<file path="src/design/lsu_pkg.sv">
// Package of constants and types for the load/store sequencing block
package lsu_pkg;

    // ------------------------------------------------------------
    // Operation classes
    // ------------------------------------------------------------
    typedef enum logic [3:0] {
        LSU_OP_LOAD = 4'h0,
        LSU_OP_STORE = 4'h1,
        LSU_OP_LOAD_MULTI = 4'h2,
        LSU_OP_STORE_MULTI = 4'h3,
        LSU_OP_LOAD_MULTI_DW = 4'h4,
        LSU_OP_LOAD_STR_IMM = 4'h5,
        LSU_OP_LOAD_STR_IDX = 4'h6,
        LSU_OP_STORE_STR_IMM = 4'h7,
        LSU_OP_STORE_STR_IDX = 4'h8,
        LSU_OP_FLOAT_STORE_SINGLE = 4'h9
    } lsu_op_t;

    // ------------------------------------------------------------
    // Sequencer states, one-hot
    // ------------------------------------------------------------
    typedef enum logic [3:0] {
        LSU_ST_IDLE = 4'h1,
        LSU_ST_START = 4'h2,
        LSU_ST_XFER = 4'h4,
        LSU_ST_DONE = 4'h8
    } lsu_state_t;

    // ------------------------------------------------------------
    // Sizes and timing
    // ------------------------------------------------------------
    localparam int LSU_ADDR_W = 64;
    localparam int LSU_REG_W = 5;
    localparam int LSU_NUM_GPR = 32;
    localparam int LSU_DATA_W = 64;
    localparam int LSU_SQ_DEPTH = 32;
    localparam int LSU_SQ_CNT_W = 6;
    localparam int LSU_STORE_BYTES = 8;
    localparam int LSU_START_DELAY = 2;
    localparam int LSU_PAGE_BITS = 12;
    localparam logic [3:0] LSU_WORD_MASK = 4'h3;
    localparam logic [3:0] LSU_DWORD_MASK = 4'h7;
    localparam logic [10:0] LSU_FS_EXP_MIN = 11'h36a;
    localparam int LSU_FS_SIGN_POS = 63;
    localparam int LSU_FS_EXP_HI = 62;
    localparam int LSU_FS_EXP_LO = 52;
    localparam int LSU_FS_LOWFRAC_HI = 54;
    localparam int LSU_FS_LOWFRAC_LO = 32;

endpackage

</file>
<file path="src/design/lsu_seq.sv">
// Load/store sequencer: alignment checks, register sequencing, store queue
`timescale 1ns/10ps
module lsu_seq
    import lsu_pkg::*;
#(
    parameter int SQ_DEPTH = lsu_pkg::LSU_SQ_DEPTH,
    parameter int START_DELAY = lsu_pkg::LSU_START_DELAY
)
(
    input wire logic clock,
    input wire logic reset,
    input wire logic issue_valid,
    input wire lsu_pkg::lsu_op_t issue_op,
    input wire logic [lsu_pkg::LSU_ADDR_W-1:0] effective_address,
    input wire logic [3:0] access_size,
    input wire logic cache_inhibited,
    input wire logic update_form,
    input wire logic [lsu_pkg::LSU_REG_W-1:0] target_register_field,
    input wire logic [lsu_pkg::LSU_REG_W-1:0] base_register_field,
    input wire logic [lsu_pkg::LSU_REG_W-1:0] index_register_field,
    input wire logic [6:0] string_length,
    input wire logic [lsu_pkg::LSU_DATA_W-1:0] float_source_register,
    input wire logic first_page_fault,
    input wire logic second_page_fault,
    input wire logic async_interrupt,
    input wire logic cache_store_ready,
    output logic issue_ready,
    output logic align_interrupt,
    output logic storage_interrupt,
    output logic restart_required,
    output logic gpr_write_valid,
    output logic [lsu_pkg::LSU_REG_W-1:0] gpr_write_index,
    output logic gpr_write_is_address,
    output logic gpr_write_undefined,
    output logic [1:0] xfer_count,
    output logic [lsu_pkg::LSU_REG_W-1:0] xfer_first_reg,
    output logic store_data_valid,
    output logic [lsu_pkg::LSU_DATA_W-1:0] store_data,
    output logic cache_store_valid,
    output logic [lsu_pkg::LSU_SQ_CNT_W-1:0] queue_count
);
    import lsu_pkg::*;

    // ------------------------------------------------------------
    // Issue decode
    // ------------------------------------------------------------
    logic is_multi;
    logic is_string;
    logic is_load;
    logic misaligned;
    logic align_fault;
    logic page_cross;
    logic [LSU_REG_W-1:0] clip_src;
    logic [5:0] reg_span;
    logic [5:0] clip_span;
    logic [5:0] xfer_total;
    logic [10:0] fs_exp;

    always_comb
    begin
        is_multi = (issue_op == LSU_OP_LOAD_MULTI)
            || (issue_op == LSU_OP_STORE_MULTI)
            || (issue_op == LSU_OP_LOAD_MULTI_DW);
        is_string = (issue_op == LSU_OP_LOAD_STR_IMM)
            || (issue_op == LSU_OP_LOAD_STR_IDX)
            || (issue_op == LSU_OP_STORE_STR_IMM)
            || (issue_op == LSU_OP_STORE_STR_IDX);
        is_load = (issue_op == LSU_OP_LOAD)
            || (issue_op == LSU_OP_LOAD_MULTI)
            || (issue_op == LSU_OP_LOAD_MULTI_DW)
            || (issue_op == LSU_OP_LOAD_STR_IMM)
            || (issue_op == LSU_OP_LOAD_STR_IDX);
        // Single access misaligned against its own size
        misaligned = (effective_address[3:0]
            & (access_size - 4'h1)) != 4'h0;
        page_cross = (effective_address[LSU_PAGE_BITS-1:0]
            + {8'h00, access_size}) > 13'h1000 ? 1'b1 : 1'b0;
        align_fault = 1'b0;
        unique case (issue_op)
            LSU_OP_LOAD:
                align_fault = cache_inhibited && misaligned;
            LSU_OP_STORE, LSU_OP_FLOAT_STORE_SINGLE:
                align_fault = cache_inhibited && misaligned;
            LSU_OP_LOAD_MULTI, LSU_OP_STORE_MULTI:
                align_fault = cache_inhibited
                    || ((effective_address[3:0] & LSU_WORD_MASK)
                    != 4'h0);
            LSU_OP_LOAD_MULTI_DW:
                align_fault = cache_inhibited
                    || ((effective_address[3:0] & LSU_DWORD_MASK)
                    != 4'h0);
            default:
                align_fault = cache_inhibited;
        endcase
        // Registers from target to 31 for multiples
        reg_span = 6'h20 - {1'b0, target_register_field};
        // Strings move four bytes per register, rounded up; one spare bit
        // keeps lengths near 127 from wrapping to a short transfer
        xfer_total = is_string
            ? 6'(({1'b0, string_length} + 8'h3) >> 2) : reg_span;
        // Overlap clipping source register
        if (issue_op == LSU_OP_LOAD_STR_IDX && base_register_field != 5'h0)
            clip_src = (base_register_field < index_register_field)
                ? base_register_field : index_register_field;
        else if (issue_op == LSU_OP_LOAD_STR_IDX)
            clip_src = index_register_field;
        else
            clip_src = base_register_field;
        clip_span = {1'b0, clip_src} - {1'b0, target_register_field};
        if ((issue_op == LSU_OP_LOAD_STR_IDX
            || (issue_op == LSU_OP_LOAD_STR_IMM
            && base_register_field != 5'h0))
            && clip_src >= target_register_field
            && {1'b0, clip_src} < {1'b0, target_register_field}
            + xfer_total)
            xfer_total = clip_span;
        if (issue_op == LSU_OP_STORE_STR_IMM
            || issue_op == LSU_OP_STORE_STR_IDX
            || issue_op == LSU_OP_LOAD_STR_IMM
            || issue_op == LSU_OP_LOAD_STR_IDX)
            if (string_length == 7'h0)
                xfer_total = 6'h0;
        fs_exp = float_source_register[LSU_FS_EXP_HI:LSU_FS_EXP_LO];
    end

    // ------------------------------------------------------------
    // Sequencer state
    // ------------------------------------------------------------
    lsu_state_t state_reg, state_next;
    logic [3:0] delay_reg, delay_next;
    logic [5:0] left_reg, left_next;
    logic [LSU_REG_W-1:0] reg_ptr_reg, reg_ptr_next;
    logic load_reg, load_next;
    logic ready_reg, ready_next;
    logic align_reg, align_next;
    logic stint_reg, stint_next;
    logic restart_reg, restart_next;
    logic gw_reg, gw_next;
    logic [LSU_REG_W-1:0] gwi_reg, gwi_next;
    logic gwa_reg, gwa_next;
    logic gwu_reg, gwu_next;
    logic [1:0] xc_reg, xc_next;
    logic [LSU_REG_W-1:0] xf_reg, xf_next;
    logic sdv_reg, sdv_next;
    logic [LSU_DATA_W-1:0] sd_reg, sd_next;
    logic [LSU_SQ_CNT_W-1:0] qc_reg, qc_next;
    logic csv_reg, csv_next;
    logic [1:0] room;
    logic [1:0] push;
    logic drain;

    // Next-state: drain runs independently of the sequencer
    always_comb
    begin
        state_next = state_reg;
        delay_next = delay_reg;
        left_next = left_reg;
        reg_ptr_next = reg_ptr_reg;
        load_next = load_reg;
        align_next = 1'b0;
        stint_next = 1'b0;
        restart_next = 1'b0;
        gw_next = 1'b0;
        gwi_next = gwi_reg;
        gwa_next = 1'b0;
        gwu_next = 1'b0;
        xc_next = 2'h0;
        xf_next = xf_reg;
        sdv_next = 1'b0;
        sd_next = sd_reg;
        push = 2'h0;
        drain = csv_reg && cache_store_ready;
        room = (qc_reg <= 6'(SQ_DEPTH - 2)) ? 2'h2
            : (qc_reg == 6'(SQ_DEPTH - 1)) ? 2'h1 : 2'h0;
        ready_next = 1'b0;
        unique case (state_reg)
            LSU_ST_IDLE:
            begin
                // A single store pushes unchecked, so hold off on a full queue
                ready_next = room != 2'h0;
                if (issue_valid && ready_reg)
                begin
                    ready_next = 1'b0;
                    if (align_fault)
                    begin
                        // Raised before any register or queue effect
                        align_next = 1'b1;
                        state_next = LSU_ST_DONE;
                    end
                    else if (!is_multi && !is_string
                        && (first_page_fault
                        || (page_cross && second_page_fault)))
                    begin
                        // Whole single access suppressed
                        stint_next = 1'b1;
                        state_next = LSU_ST_DONE;
                    end
                    else if (is_multi || is_string)
                    begin
                        // Restart always recomputes from current base
                        delay_next = 4'(START_DELAY);
                        left_next = xfer_total;
                        reg_ptr_next = target_register_field;
                        load_next = is_load;
                        state_next = LSU_ST_START;
                    end
                    else
                    begin
                        if (update_form)
                        begin
                            // Address always wins over returned data
                            gw_next = 1'b1;
                            gwi_next = base_register_field;
                            gwa_next = 1'b1;
                        end
                        else if (is_load)
                        begin
                            gw_next = 1'b1;
                            gwi_next = target_register_field;
                        end
                        if (!is_load)
                        begin
                            push = 2'h1;
                            sdv_next = 1'b1;
                            sd_next = float_source_register;
                            if (issue_op == LSU_OP_FLOAT_STORE_SINGLE
                                && fs_exp < LSU_FS_EXP_MIN
                                && float_source_register[LSU_FS_LOWFRAC_HI:
                                LSU_FS_LOWFRAC_LO] != 23'h0)
                                sd_next = {float_source_register[
                                    LSU_FS_SIGN_POS], 63'h0};
                        end
                        state_next = LSU_ST_DONE;
                    end
                end
            end
            LSU_ST_START:
            begin
                // Template start-up cost
                if (delay_reg <= 4'h1)
                    state_next = LSU_ST_XFER;
                delay_next = delay_reg - 4'h1;
            end
            LSU_ST_XFER:
            begin
                if (async_interrupt || second_page_fault)
                begin
                    // No partial resume; stores stop before next page
                    restart_next = async_interrupt;
                    stint_next = second_page_fault;
                    gwu_next = load_reg;
                    state_next = LSU_ST_DONE;
                end
                else if (left_reg == 6'h0)
                    state_next = LSU_ST_DONE;
                else if (load_reg || room != 2'h0)
                begin
                    // Two registers per cycle when space allows
                    xc_next = (left_reg >= 6'h2 && (load_reg
                        || room == 2'h2)) ? 2'h2 : 2'h1;
                    xf_next = reg_ptr_reg;
                    reg_ptr_next = reg_ptr_reg + 5'(xc_next);
                    left_next = left_reg - 6'(xc_next);
                    if (!load_reg)
                        push = xc_next;
                    sdv_next = !load_reg;
                end
            end
            LSU_ST_DONE:
                state_next = LSU_ST_IDLE;
            default:
                state_next = LSU_ST_IDLE;
        endcase
        qc_next = qc_reg + 6'(push) - 6'(drain);
        csv_next = qc_next != 6'h0;
    end

    // Register stage
    always_ff @(posedge clock)
    begin
        if (reset)
        begin
            state_reg <= LSU_ST_IDLE;
            delay_reg <= 4'h0;
            left_reg <= 6'h0;
            reg_ptr_reg <= 5'h0;
            load_reg <= 1'b0;
            ready_reg <= 1'b0;
            align_reg <= 1'b0;
            stint_reg <= 1'b0;
            restart_reg <= 1'b0;
            gw_reg <= 1'b0;
            gwi_reg <= 5'h0;
            gwa_reg <= 1'b0;
            gwu_reg <= 1'b0;
            xc_reg <= 2'h0;
            xf_reg <= 5'h0;
            sdv_reg <= 1'b0;
            sd_reg <= 64'h0;
            qc_reg <= 6'h0;
            csv_reg <= 1'b0;
        end
        else
        begin
            state_reg <= state_next;
            delay_reg <= delay_next;
            left_reg <= left_next;
            reg_ptr_reg <= reg_ptr_next;
            load_reg <= load_next;
            ready_reg <= ready_next;
            align_reg <= align_next;
            stint_reg <= stint_next;
            restart_reg <= restart_next;
            gw_reg <= gw_next;
            gwi_reg <= gwi_next;
            gwa_reg <= gwa_next;
            gwu_reg <= gwu_next;
            xc_reg <= xc_next;
            xf_reg <= xf_next;
            sdv_reg <= sdv_next;
            sd_reg <= sd_next;
            qc_reg <= qc_next;
            csv_reg <= csv_next;
        end
    end

    // ------------------------------------------------------------
    // Outputs, all straight from flops
    // ------------------------------------------------------------
    assign issue_ready = ready_reg;
    assign align_interrupt = align_reg;
    assign storage_interrupt = stint_reg;
    assign restart_required = restart_reg;
    assign gpr_write_valid = gw_reg;
    assign gpr_write_index = gwi_reg;
    assign gpr_write_is_address = gwa_reg;
    assign gpr_write_undefined = gwu_reg;
    assign xfer_count = xc_reg;
    assign xfer_first_reg = xf_reg;
    assign store_data_valid = sdv_reg;
    assign store_data = sd_reg;
    assign cache_store_valid = csv_reg;
    assign queue_count = qc_reg;

    // ------------------------------------------------------------
    // Checks
    // ------------------------------------------------------------
    property p_align_single;
        @(posedge clock) disable iff (reset)
        issue_valid && issue_ready && issue_op == LSU_OP_LOAD
            && cache_inhibited && misaligned |=> align_interrupt;
    endproperty
    a_align_single: assert property (p_align_single)
        else $error("misaligned inhibited load without alignment");

    property p_align_store;
        @(posedge clock) disable iff (reset)
        issue_valid && issue_ready && issue_op == LSU_OP_STORE
            && cache_inhibited && misaligned
            |=> align_interrupt && !store_data_valid;
    endproperty
    a_align_store: assert property (p_align_store)
        else $error("misaligned inhibited store not refused");

    property p_align_multi;
        @(posedge clock) disable iff (reset)
        issue_valid && issue_ready && is_multi && cache_inhibited
            |=> align_interrupt;
    endproperty
    a_align_multi: assert property (p_align_multi)
        else $error("inhibited multiple without alignment");

    property p_align_word;
        @(posedge clock) disable iff (reset)
        issue_valid && issue_ready && issue_op == LSU_OP_STORE_MULTI
            && effective_address[1:0] != 2'h0 |=> align_interrupt;
    endproperty
    a_align_word: assert property (p_align_word)
        else $error("unaligned multiple without alignment");

    property p_align_first;
        @(posedge clock) disable iff (reset)
        align_interrupt |-> !gpr_write_valid && !store_data_valid;
    endproperty
    a_align_first: assert property (p_align_first)
        else $error("update visible with alignment interrupt");

    property p_suppress_single;
        @(posedge clock) disable iff (reset)
        issue_valid && issue_ready && issue_op == LSU_OP_LOAD
            && !align_fault && first_page_fault
            |=> storage_interrupt && !gpr_write_valid;
    endproperty
    a_suppress_single: assert property (p_suppress_single)
        else $error("faulting load left a result");

    property p_queue_bound;
        @(posedge clock) disable iff (reset)
        queue_count <= 6'(SQ_DEPTH);
    endproperty
    a_queue_bound: assert property (p_queue_bound)
        else $error("store queue overfilled");

    property p_start_delay;
        @(posedge clock) disable iff (reset)
        issue_valid && issue_ready && (is_multi || is_string)
            && !align_fault |=> xfer_count == 2'h0 [*2];
    endproperty
    a_start_delay: assert property (p_start_delay)
        else $error("transfer began before start-up delay");

    property p_update_zero;
        @(posedge clock) disable iff (reset)
        issue_valid && issue_ready && update_form && !is_multi
            && !is_string && !align_fault && !first_page_fault
            && !(page_cross && second_page_fault)
            && base_register_field == 5'h0
            |=> gpr_write_valid && gpr_write_index == 5'h0
            && gpr_write_is_address;
    endproperty
    a_update_zero: assert property (p_update_zero)
        else $error("update form did not write address");

    property p_restart;
        @(posedge clock) disable iff (reset)
        state_reg == LSU_ST_XFER && async_interrupt
            |=> restart_required ##1 state_reg == LSU_ST_IDLE;
    endproperty
    a_restart: assert property (p_restart)
        else $error("interrupted sequence did not end for restart");

endmodule

</file>
<file path="config.mk">
export PLATFORM = sky130hd
export DESIGN_NAME = lsu_seq
export DESIGN_NICKNAME = d
export VERILOG_FILES = /design/src/design/lsu_pkg.sv /design/src/design/lsu_seq.sv
export SDC_FILE = /design/constraint.sdc
export NUM_CORES = 1
export LEC_CHECK = 0
export BUFFER_PORTS_ARGS = -buffer_cell sky130_fd_sc_hd__buf_2
export CAP_MARGIN = 5
export CORE_UTILIZATION = 51
export DETAILED_ROUTE_END_ITERATION = 6
export PLACE_DENSITY = 0.82
export SLEW_MARGIN = 20
export SYNTH_ARGS = -nofsm -noshare
export SYNTH_HDL_FRONTEND = slang
export SYNTH_SLANG_ARGS = --single-unit
</file>
<file path="constraint.sdc">
create_clock -name clock -period 5.5 [get_ports clock]
set_input_delay 0.825 -clock clock [delete_from_list [all_inputs] [get_ports clock]]
set_output_delay 0.825 -clock clock [all_outputs]
set_load 0.1 [all_outputs]
</file>
==> reports/summary.log, run 1 <==
INFO  floorplan      core_region_area=13400µm²
INFO  drt            routed_via_density=5.398
INFO  floorplan      dieArea=14360µm²
INFO  clock_tree     tritoncts=built
INFO  drt            antenna_violating_nets_post_route=0
INFO  logic_synthesis top_ff_cell_synth=sky130_fd_sc_hd__dfxtp_1
INFO  sta            fin_setup_tns=0ns
INFO  logic_synthesis synthCells=790
INFO  global_route   grt_start_max_net_pins=115
INFO  logic_synthesis yosysUniqueCellTypes=84
INFO  floorplan      std_cell_rows=42
INFO  critical_path  path_delay_family=compound AO/OA/AOI/OAI gates
INFO  critical_path  path_class=in2reg
INFO  drt            dr_total_vias=6251
INFO  clock_tree     cts_resized=0
INFO  floorplan      top_level_ports=258
INFO  finish         num-nets-final=1190
INFO  power_and_ir_drop p_seq_share=36.6%
INFO  critical_path  worst_path_max_delay_cell=sky130_fd_sc_hd__a211oi_2
INFO  sta            grt_setup_unrepaired=false
INFO  sta            worst_pin_slew=1.025ns
INFO  global_route   antenna_violations_before_repair=1
INFO  logic_synthesis synth-seq-cells=111
INFO  clock_tree     cts-buffers-inserted=9
INFO  sta            max_freq=220.0MHz
INFO  clock_tree     cts.htree.levels=3
INFO  floorplan      initial_core_util=52.83%
INFO  sta            ratio_of_final_minimum_period_to_clock_period=82.64%
INFO  critical_path  r2r_start=state_reg[3]
INFO  sta            min_period=4.545ns
INFO  run            drv_cap=0
INFO  clock_tree     cts_buffer_depth=2
INFO  finish         antenna_cells=0
INFO  global_route   grt_first_pass_wirelength=28320µm
INFO  power_and_ir_drop clkPwrFrac=27.8%
INFO  status         run_status=completed
INFO  power_and_ir_drop swShare=39.60%
INFO  sta            timing_hold_violations_final=0
INFO  place          detailed_place_hpwl=13370µm
INFO  clock_tree     ctsRootBufferMaster=sky130_fd_sc_hd__clkbuf_16
INFO  drt            detail_route.drc_violations=0
INFO  place          placed_area=8129µm²
INFO  drt            drt_first_iter_violations=374
INFO  critical_path  worstPathRequired=5.69ns
INFO  global_route   globalRouteTotalUtil=24.39%
INFO  critical_path  worst_case_reg_to_reg_path_depth=16
INFO  global_route   residual_overflow_from_global_routing=0
INFO  finish         layout_cells_sized_above_1=27.29%
INFO  power_and_ir_drop power=2.416mW
INFO  drt            routedWlPerCell=15.10µm
INFO  finish         post-route-util=63.00%
INFO  hold_path      min_path_type=reg2reg
INFO  logic_synthesis synth-edff-count=0
INFO  logic_synthesis synth-seq-area-share=31.39%
INFO  critical_path  rrSetupSlack=1.73ns
INFO  place          port_buffers=205
INFO  power_and_ir_drop power_switching=0.9570mW
INFO  logic_synthesis netlist_area=7079µm²
INFO  sta            hold_ws=0.4749ns
INFO  power_and_ir_drop max-vdd-ir-drop=487.2µV
INFO  critical_path  worst_flop_to_flop_path_endpoint=cache_store_valid
INFO  finish         final_cell_count_no_fill=1158
INFO  finish         number_of_flip_flops_in_the_largest_register=64
INFO  power_and_ir_drop p_comb_share=35.6%
INFO  clock_tree     cts.reportedPaths.clkPinSlew=0.08ns
INFO  finish         synthToLayoutAreaGrowth=19.25%
INFO  clock_tree     post-cts-setup-buffer-count=0
INFO  clock_tree     cts_sinks=111
INFO  drt            detail_route.wirelength=17490µm
INFO  clock_tree     clock_insertion_delay_worst_skew=0.35ns
INFO  critical_path  timing.critical_path.to_type=flop
INFO  finish         design_area=8442µm²
INFO  sta            maxSlewHeadroom=31.66%
INFO  floorplan      floorplan.die.height=119.8µm
INFO  global_route   first_global_vias=5893
INFO  power_and_ir_drop cellPowerDensity=286.2nW/µm²
INFO  critical_path  cp_cell_sequence=buf_2 -> ha_1 -> fa_1 -> a21o_1 -> a21o_1 -> a31oi_1 -> o21bai_1 -> a211oi_2 -> o21a_1 -> nor2_1 -> ha_1 -> inv_1 -> ha_1 -> fa_1 -> a21oi_1 -> nor2_1 -> nor2_1 -> xor2_1 -> and3_1 -> a31oi_1
INFO  hold_path      number_of_instances_on_the_worst_hold_path=2
INFO  floorplan      chipWidth=119.8µm
INFO  critical_path  timing.critical_path.from_type=input pin
INFO  logic_synthesis ys_warn_count=0
INFO  place          placed_cells=1142
INFO  power_and_ir_drop power.leakage=4.188nW
INFO  sta            setup_viol_count_final=0
INFO  place          routabilityCongestion=0.8891
INFO  drt            dr.pass1.iters=5
INFO  logic_synthesis syn-mean-instance-area=8.961µm²
INFO  hold_path      hold-path-endpoint=store_data[39]
INFO  sta            timing.clock.skew=0.008527ns
INFO  critical_path  crit_buf_inv=2
INFO  logic_synthesis synth_fp_nets=1003
INFO  critical_path  cp.arrival=4.74ns
INFO  sta            worst_case_setup_margin_in_the_final_layout=0.9549ns
INFO  logic_synthesis synthArstFlopShare=0%
INFO  clock_tree     cts_hold_repair.buffers=0
INFO  sta            report.final.slew_viol_count=0
INFO  hold_path      worstHoldStart=store_data[39]
INFO  critical_path  critical_path.max_fanout=4
INFO  power_and_ir_drop power.internal=1.459mW
INFO  critical_path  slowest_delay=0.41ns
INFO  place          dp_worst_setup_slack=0.6112ns
[worst reg2reg max path, stage by stage, from the launching register on]
cell and delay [ns]:
sky130_fd_sc_hd__dfxtp_1 0.36, sky130_fd_sc_hd__or4b_4 0.58, sky130_fd_sc_hd__nor2_1 0.18, sky130_fd_sc_hd__nand2_1 0.14, sky130_fd_sc_hd__nor4_4 0.24, sky130_fd_sc_hd__o21a_1 0.32
sky130_fd_sc_hd__nor2_1 0.09, sky130_fd_sc_hd__ha_1 0.27, sky130_fd_sc_hd__inv_1 0.04, sky130_fd_sc_hd__ha_1 0.20, sky130_fd_sc_hd__fa_1 0.41, sky130_fd_sc_hd__a21oi_1 0.16
sky130_fd_sc_hd__nor2_1 0.05, sky130_fd_sc_hd__nor2_1 0.11, sky130_fd_sc_hd__xor2_1 0.19, sky130_fd_sc_hd__and3_1 0.18, sky130_fd_sc_hd__a31oi_1 0.08
[how the worst max path moves through the flow]
stage                              start           endpoint  slack (ns)  cells past startpoint
finish              effective_address[0]  cache_store_valid        0.95                     20
global placement    effective_address[0]  cache_store_valid        0.67                     20
floorplan                    issue_op[0]        left_reg[2]        1.19                     16
global route        effective_address[0]  cache_store_valid        0.73                     20
CTS                 effective_address[0]  cache_store_valid        0.97                     20
detailed placement  effective_address[0]  cache_store_valid        0.61                     20
[power by group through the flow]
| stage | Sequential, mW | Combinational (mW) | Clock [mW] |
|---|---|---|---|
| 2_1_floorplan | 1.12 | 0.458 | 0 |
| 3_3_place_gp | 0.902 | 0.840 | 0 |
| 3_5_place_dp | 0.903 | 0.857 | 0 |
| 4_1_cts | 0.884 | 0.862 | 0.692 |
| 5_1_grt | 0.892 | 0.934 | 0.722 |
| 6_report | 0.883 | 0.861 | 0.672 |
[per-layer routing]
layer	up-vias	track usage, %	part of all wire (%)
met5	-	0	0.057
met4	2	5.313	1.0
met3	18	5.513	6.0
met2	185	43.21	49
met1	2911	29.96	44
li1	3135	-	-
[layout make-up]
cell class,instances,area [µm²]
fillers,1158,4959
clock buffers,9,225.2
multi-input cells,599,4451
inverters,46,172.7
clock inverters,7,87.58
flip-flops and latches,111,2222
repair buffers,210,1064
well taps,176,220.2
[synth_stat cells (11+ instances only)]
library cell,n,area [µm²]
sky130_fd_sc_hd__o21ai_0,20,100.1
sky130_fd_sc_hd__nand2_1,96,360.4
sky130_fd_sc_hd__clkbuf_1,23,86.33
sky130_fd_sc_hd__ha_1,40,500.5
sky130_fd_sc_hd__nor2_1,47,176.4
sky130_fd_sc_hd__mux2i_1,75,750.7
sky130_fd_sc_hd__nor3_1,15,75.07
sky130_fd_sc_hd__xnor2_1,13,113.9
sky130_fd_sc_hd__dfxtp_1,111,2222
sky130_fd_sc_hd__a21oi_1,30,150.1
sky130_fd_sc_hd__inv_1,46,172.7
sky130_fd_sc_hd__nand2b_1,81,506.7
sky130_fd_sc_hd__xor2_1,11,96.34
[cells by family (layout without fill, tap and decap cells)]
group	Yosys count	in the layout	synth area share, %
muxes	80	80	11.56
and+or+nand+nor	307	307	23.33
xor gates and xnor gates	25	25	3.199
DFF	111	111	31.39
AOI/OAI and AO/OA	141	141	15.69
buffers and inverters	80	272	6.062
adders and majority gates	46	46	8.766
[placed cells by master, fill, tap and decap left out, drive strengths merged, types with 5 or more instances in the layout]
master  count
a21oi      31
a21o       10
buf       210
nor2       48
o31ai       7
nand2      96
fa          6
nor2b       7
a311oi      5
a211oi     12
nor4       11
a31oi       5
o21bai      6
clkbuf      9
inv        49
ha         40
nand2b     82
nor3       16
xnor2      13
o21ai      27
nand3       7
a221oi      7
xor2       12
dfxtp     111
or3         5
o21a        5
mux2i      76
No activity file was read; power rests on OpenSTA's default activity.
==> inputs of run 2 (changes only) <==
==> constraint.sdc (replaced) <==
create_clock -name clock -period 4.2 [get_ports clock]
set_input_delay 0.63 -clock clock [delete_from_list [all_inputs] [get_ports clock]]
set_output_delay 0.63 -clock clock [all_outputs]
set_load 0.1 [all_outputs]
==> run 2 against run 1 <==
Net effect: wire length rose by 2.1%; critical path depth did not move; register-to-register slack lost 1.1 ns; final cell count is 3.8% higher; cell area increased by 4.5%; count of clock-buffer cells in the layout grew 1; first-iteration DRC count down 1.3%; sequential power up 31%; critical path type unchanged.
==> reports/summary.log, run 2 (synthesis results as in run 1) <==
INFO  critical_path  worstPathRequired=4.43ns
INFO  critical_path  worst_case_reg_to_reg_path_depth=16
INFO  floorplan      core_region_area=13400µm²
INFO  drt            dr_total_vias=6434
INFO  sta            hold_ws=0.4721ns
INFO  clock_tree     cts_sinks=111
INFO  critical_path  path_class=in2reg
INFO  sta            fin_setup_tns=0ns
INFO  finish         antenna_cells=0
INFO  drt            detail_route.wirelength=17860µm
INFO  place          dp_worst_setup_slack=-0.2318ns
INFO  global_route   grt_start_max_net_pins=56
INFO  finish         mostFrequentLayoutCell=sky130_fd_sc_hd__buf_2
INFO  finish         layout_cells_sized_above_1=30.80%
INFO  drt            drt_first_iter_violations=369
INFO  place          port_buffers=205
INFO  floorplan      dieArea=14360µm²
INFO  clock_tree     cts.htree.levels=3
INFO  sta            setup_viol_count_final=0
INFO  sta            maxSlewHeadroom=37.35%
INFO  sta            worst_case_setup_margin_in_the_final_layout=0.2484ns
INFO  sta            timing_hold_violations_final=0
INFO  finish         num-nets-final=1234
INFO  sta            min_period=3.952ns
INFO  place          routabilityCongestion=0.8711
INFO  clock_tree     cts-buffers-inserted=9
INFO  critical_path  rrSetupSlack=0.65ns
INFO  hold_path      number_of_instances_on_the_worst_hold_path=2
INFO  floorplan      std_cell_rows=42
INFO  finish         synthToLayoutAreaGrowth=24.57%
INFO  hold_path      hold-path-endpoint=store_data[51]
INFO  critical_path  cp.arrival=4.18ns
INFO  floorplan      top_level_ports=258
INFO  clock_tree     ctsRootBufferMaster=sky130_fd_sc_hd__clkbuf_16
INFO  power_and_ir_drop cellPowerDensity=376.9nW/µm²
INFO  status         run_status=completed
INFO  sta            report.final.slew_viol_count=0
INFO  hold_path      worstHoldStart=store_data[51]
INFO  global_route   globalRouteTotalUtil=24.73%
INFO  global_route   first_global_vias=6100
INFO  drt            routedWlPerCell=14.86µm
INFO  finish         post-route-util=65.81%
INFO  drt            antenna_violating_nets_post_route=0
INFO  drt            dr.pass1.iters=4
INFO  sta            max_freq=253.1MHz
INFO  sta            grt_setup_unrepaired=false
INFO  critical_path  worst_flop_to_flop_path_endpoint=cache_store_valid
INFO  floorplan      initial_core_util=52.83%
INFO  critical_path  critical_path.max_fanout=4
INFO  run            drv_cap=0
INFO  power_and_ir_drop power=3.324mW
INFO  power_and_ir_drop power.leakage=4.421nW
INFO  clock_tree     cts_buffer_depth=2
INFO  critical_path  r2r_start=state_reg[3]
INFO  drt            routed_via_density=5.353
INFO  sta            ratio_of_final_minimum_period_to_clock_period=94.09%
INFO  clock_tree     cts.reportedPaths.clkPinSlew=0.08ns
INFO  global_route   antenna_violations_before_repair=1
INFO  critical_path  timing.critical_path.from_type=input pin
INFO  clock_tree     tritoncts=built
INFO  global_route   grt_first_pass_wirelength=28510µm
INFO  sta            timing.clock.skew=0.009071ns
INFO  critical_path  timing.critical_path.to_type=flop
INFO  power_and_ir_drop max-vdd-ir-drop=621.4µV
INFO  floorplan      floorplan.die.height=119.8µm
INFO  hold_path      min_path_type=reg2reg
INFO  sta            worst_pin_slew=0.9398ns
INFO  floorplan      chipWidth=119.8µm
INFO  finish         layout_common_cells=sky130_fd_sc_hd__buf_2, sky130_fd_sc_hd__dfxtp_1, sky130_fd_sc_hd__nand2_1
INFO  global_route   residual_overflow_from_global_routing=0
INFO  drt            detail_route.drc_violations=0
INFO  place          detailed_place_hpwl=14040µm
INFO  clock_tree     clock_insertion_delay_worst_skew=0.35ns
INFO  finish         number_of_flip_flops_in_the_largest_register=64
-- run 2: cell types whose count changed in the layout (fill, tap and decap cells not counted), sizes merged --
cell / before / now
clkinv: 3 / 1
buf: 210 / 254
bufinv: 0 / 1
clkbuf: 9 / 10
-- run 2: layer usage --
layer	up-vias	GRT usage [%]	wire (µm)
met4	2	6.250	244
met2	186	43.68	8770
met1	2999	30.52	7899
li1	3229	-	-
met5	-	0	12
met3	18	4.990	928
-- run 2: layout make-up --
type	instances	area [µm²]
fillers	1114	4582
multi-input cells	599	4473
flip-flops and latches	111	2222
repair buffers	254	1406
clock buffers	10	239.0
well taps	176	220.2
inverters	46	172.7
clock inverters	6	85.08
-- run 2: stage by stage --
stage | cells | area, µm²
after CTS | 1201 | 8788
final | 1202 | 8818
after floorplan | 790 | 7079
after detailed placement | 1185 | 8464
after global placement | 1185 | 8464
after global routing | 1202 | 8818
-- run 2: worst max-delay path, stage by stage --
cell	delay, ns
sky130_fd_sc_hd__buf_2	0.11
sky130_fd_sc_hd__ha_1	0.21
sky130_fd_sc_hd__fa_1	0.39
sky130_fd_sc_hd__a21o_1	0.18
sky130_fd_sc_hd__a21o_1	0.22
sky130_fd_sc_hd__a31oi_2	0.17
sky130_fd_sc_hd__o21bai_2	0.09
sky130_fd_sc_hd__a211oi_2	0.22
sky130_fd_sc_hd__o21a_1	0.23
sky130_fd_sc_hd__nor2_1	0.07
sky130_fd_sc_hd__ha_1	0.27
sky130_fd_sc_hd__inv_1	0.04
sky130_fd_sc_hd__ha_1	0.20
sky130_fd_sc_hd__fa_1	0.39
sky130_fd_sc_hd__a21oi_1	0.14
sky130_fd_sc_hd__nor2_1	0.05
sky130_fd_sc_hd__nor2_1	0.12
sky130_fd_sc_hd__xor2_1	0.18
sky130_fd_sc_hd__and3_1	0.17
sky130_fd_sc_hd__a31oi_1	0.08
-- run 2: how the worst max path moves through the flow --
stage	start	endpoint	slack (ns)
floorplan	issue_op[0]	left_reg[2]	0.09
global placement	effective_address[0]	cache_store_valid	-0.13
detailed placement	effective_address[0]	cache_store_valid	-0.23
CTS	effective_address[0]	cache_store_valid	0.15
global route	effective_address[0]	cache_store_valid	0.01
finish	effective_address[0]	cache_store_valid	0.25
-- run 2: timing repair --
| action | CTS | global route |
|---|---|---|
| setup endpoints to repair | 0 | 3 |
| hold buffers | 0 | 0 |
| buffers inserted | 0 | 1 |
| gates resized for setup | 0 | 4 |
-- run 2: where the power goes --
part           switching [mW]  internal (mW)  leakage, nW
Combinational           0.784          0.461         3.37
Sequential             0.0502           1.11        0.897
Clock                   0.424          0.495        0.156
Total                    1.26           2.07         4.42
==> inputs of run 3 (changes only) <==
--- a/config.mk
+++ b/config.mk
@@ -9,6 +9,7 @@
 export CAP_MARGIN = 5
 export CORE_UTILIZATION = 51
 export DETAILED_ROUTE_END_ITERATION = 6
+export MAX_ROUTING_LAYER = met4
 export PLACE_DENSITY = 0.82
 export SLEW_MARGIN = 20
 export SYNTH_ARGS = -nofsm -noshare
==> run 3 against run 2 <==
Net effect: first-iteration DRC count fell by 4.1%; via count rose by 0.30%; cell area barely moved; sequential share of layout area barely moved.
==> reports/summary.log, run 3 (synthesis results as in run 1) <==
INFO  sta            min_period=3.952ns
INFO  sta            worst_case_setup_margin_in_the_final_layout=0.2479ns
INFO  drt            m1WireLength=7969µm
INFO  drt            drt_first_iter_violations=354
INFO  hold_path      hold-path-endpoint=store_data[51]
INFO  floorplan      initial_core_util=52.83%
INFO  drt            routedWlPerCell=14.85µm
INFO  critical_path  cp_cell_sequence=buf_2 -> ha_1 -> fa_1 -> a21o_1 -> a21o_1 -> a31oi_2 -> o21bai_2 -> a211oi_2 -> o21a_1 -> nor2_1 -> ha_1 -> inv_1 -> ha_1 -> fa_1 -> a21oi_1 -> nor2_1 -> nor2_1 -> xor2_1 -> and3_1 -> a31oi_1
INFO  clock_tree     cts_buffer_depth=2
INFO  critical_path  critical_path.max_fanout=4
INFO  hold_path      number_of_instances_on_the_worst_hold_path=2
INFO  global_route   antenna_violations_before_repair=1
INFO  drt            detail_route.wirelength=17860µm
INFO  clock_tree     cts-buffers-inserted=9
INFO  global_route   grt_start_max_net_pins=56
INFO  clock_tree     clock_insertion_delay_worst_skew=0.35ns
INFO  floorplan      top_level_ports=258
INFO  status         run_status=completed
INFO  sta            timing_hold_violations_final=0
INFO  global_route   residual_overflow_from_global_routing=0
INFO  critical_path  slowest_delay=0.39ns
INFO  sta            report.final.slew_viol_count=0
INFO  global_route   first_global_vias=6107
INFO  finish         number_of_flip_flops_in_the_largest_register=64
INFO  place          routabilityCongestion=0.8853
INFO  finish         layout_common_cells=sky130_fd_sc_hd__buf_2, sky130_fd_sc_hd__dfxtp_1, sky130_fd_sc_hd__nand2_1
INFO  critical_path  timing.critical_path.from_type=input pin
INFO  critical_path  worst_flop_to_flop_path_endpoint=cache_store_valid
INFO  critical_path  critical_path.startpoint=effective_address[0]
INFO  sta            max_freq=253.0MHz
INFO  sta            maxSlewHeadroom=36.29%
INFO  critical_path  worst_case_reg_to_reg_path_depth=16
INFO  finish         synthToLayoutAreaGrowth=24.60%
INFO  finish         layout_cells_sized_above_1=30.80%
INFO  critical_path  cp.arrival=4.18ns
INFO  floorplan      floorplan.die.height=119.8µm
INFO  critical_path  crit_buf_inv=2
INFO  critical_path  timing.critical_path.to_type=flop
INFO  sta            timing.clock.skew=0.009859ns
INFO  hold_path      min_path_type=reg2reg
INFO  finish         post-route-util=65.83%
INFO  critical_path  worstPathRequired=4.43ns
INFO  critical_path  rrSetupSlack=0.65ns
INFO  place          dp_worst_setup_slack=-0.2318ns
INFO  floorplan      core_region_area=13400µm²
INFO  floorplan      chipWidth=119.8µm
INFO  sta            worst_pin_slew=0.9557ns
INFO  drt            wl_met2=8750µm
INFO  finish         num-nets-final=1234
INFO  drt            dr_total_vias=6453
INFO  power_and_ir_drop max-vdd-ir-drop=620.8µV
INFO  run            drv_cap=0
INFO  hold_path      worstHoldStart=store_data[51]
INFO  clock_tree     ctsRootBufferMaster=sky130_fd_sc_hd__clkbuf_16
INFO  place          detailed_place_hpwl=14040µm
INFO  drt            antenna_violating_nets_post_route=0
INFO  place          port_buffers=205
INFO  floorplan      std_cell_rows=42
INFO  floorplan      dieArea=14360µm²
INFO  clock_tree     tritoncts=built
INFO  clock_tree     cts.htree.levels=3
INFO  power_and_ir_drop cellPowerDensity=376.8nW/µm²
INFO  drt            detail_route.drc_violations=0
INFO  global_route   globalRouteTotalUtil=25.44%
INFO  drt            dr.pass1.iters=4
INFO  clock_tree     cts_hold_repair.buffers=0
INFO  critical_path  r2r_start=state_reg[3]
INFO  drt            maxUsedRoutingLayer=met4
INFO  critical_path  path_delay_family=adder cells
INFO  drt            routed_via_density=5.364
INFO  finish         mostFrequentLayoutCell=sky130_fd_sc_hd__buf_2
INFO  drt            met3_length=910µm
INFO  power_and_ir_drop power.leakage=4.421nW
INFO  sta            grt_setup_unrepaired=false
INFO  global_route   grt_first_pass_wirelength=28510µm
INFO  critical_path  path_class=in2reg
INFO  sta            setup_viol_count_final=0
INFO  clock_tree     cts.reportedPaths.clkPinSlew=0.08ns
INFO  sta            ratio_of_final_minimum_period_to_clock_period=94.10%
INFO  critical_path  worst_path_max_delay_cell=sky130_fd_sc_hd__fa_1
INFO  clock_tree     cts_sinks=111
==> run 3: changes by cell type in the layout (fill, tap and decap cells not counted) <==
| cell | before | now |
|---|---|---|
| sky130_fd_sc_hd__diode_2 | 0 | 1 |
==> run 3: timing repair <==
action	in CTS	in global routing
setup buffers	0	1
gates resized for setup	0	4
setup endpoints to repair	0	3
==> run 3: worst register-to-register path: stages, from the launching register on <==
cell and delay, ns:
sky130_fd_sc_hd__dfxtp_1 0.36, sky130_fd_sc_hd__or4b_4 0.58, sky130_fd_sc_hd__nor2_1 0.17, sky130_fd_sc_hd__nand2_1 0.13, sky130_fd_sc_hd__nor4_4 0.23, sky130_fd_sc_hd__o21a_1 0.24, sky130_fd_sc_hd__nor2_1 0.07, sky130_fd_sc_hd__ha_1 0.27
sky130_fd_sc_hd__inv_1 0.04, sky130_fd_sc_hd__ha_1 0.20, sky130_fd_sc_hd__fa_1 0.39, sky130_fd_sc_hd__a21oi_1 0.14, sky130_fd_sc_hd__nor2_1 0.05, sky130_fd_sc_hd__nor2_1 0.12, sky130_fd_sc_hd__xor2_1 0.19, sky130_fd_sc_hd__and3_1 0.18
sky130_fd_sc_hd__a31oi_1 0.08
==> run 3: cell type report <==
class                   count  area (µm²)
repair buffers            254        1406
clock inverters             6       85.08
well taps                 176       220.2
flip-flops and latches    111        2222
multi-input cells         599        4473
diodes                      1       2.502
clock buffers              10       239.0
fillers                  1113        4579
inverters                  46       172.7
==> run 3: metal layers <==
layer,vias up,GRT usage (%)
li1,3228,-
met1,3019,30.55
met2,191,43.71
met3,15,4.895
met4,0,6.250
met5,-,-
==> run 3: power breakdown <==
group | total (mW) | switching [mW] | internal (mW)
Sequential | 1.16 | 0.0501 | 1.11
Combinational | 1.24 | 0.783 | 0.461
Clock | 0.920 | 0.425 | 0.495
==> run 3: how the worst max path moves through the flow <==
| stage | to | slack, ns | cells past startpoint |
|---|---|---|---|
| after global placement | cache_store_valid | -0.13 | 20 |
| after detailed placement | cache_store_valid | -0.23 | 20 |
| after CTS | cache_store_valid | 0.15 | 20 |
| after global routing | cache_store_valid | 0.01 | 20 |
| final | cache_store_valid | 0.25 | 20 |
| after floorplan | left_reg[2] | 0.09 | 16 |
==> run 3: per-stage QoR <==
step | area, µm² | setup TNS (ns) | hold WS [ns] | cells | total power [mW]
after floorplan | 7079 | 0 | 0.4623 | 790 | 2.065
after global placement | 8464 | -0.1687 | 0.4563 | 1185 | 2.389
after detailed placement | 8464 | -0.7494 | 0.4652 | 1185 | 2.414
after CTS | 8788 | 0 | 0.4774 | 1201 | 3.341
after global routing | 8821 | 0 | 0.4886 | 1203 | 3.500
final | 8821 | 0 | 0.4721 | 1203 | 3.324
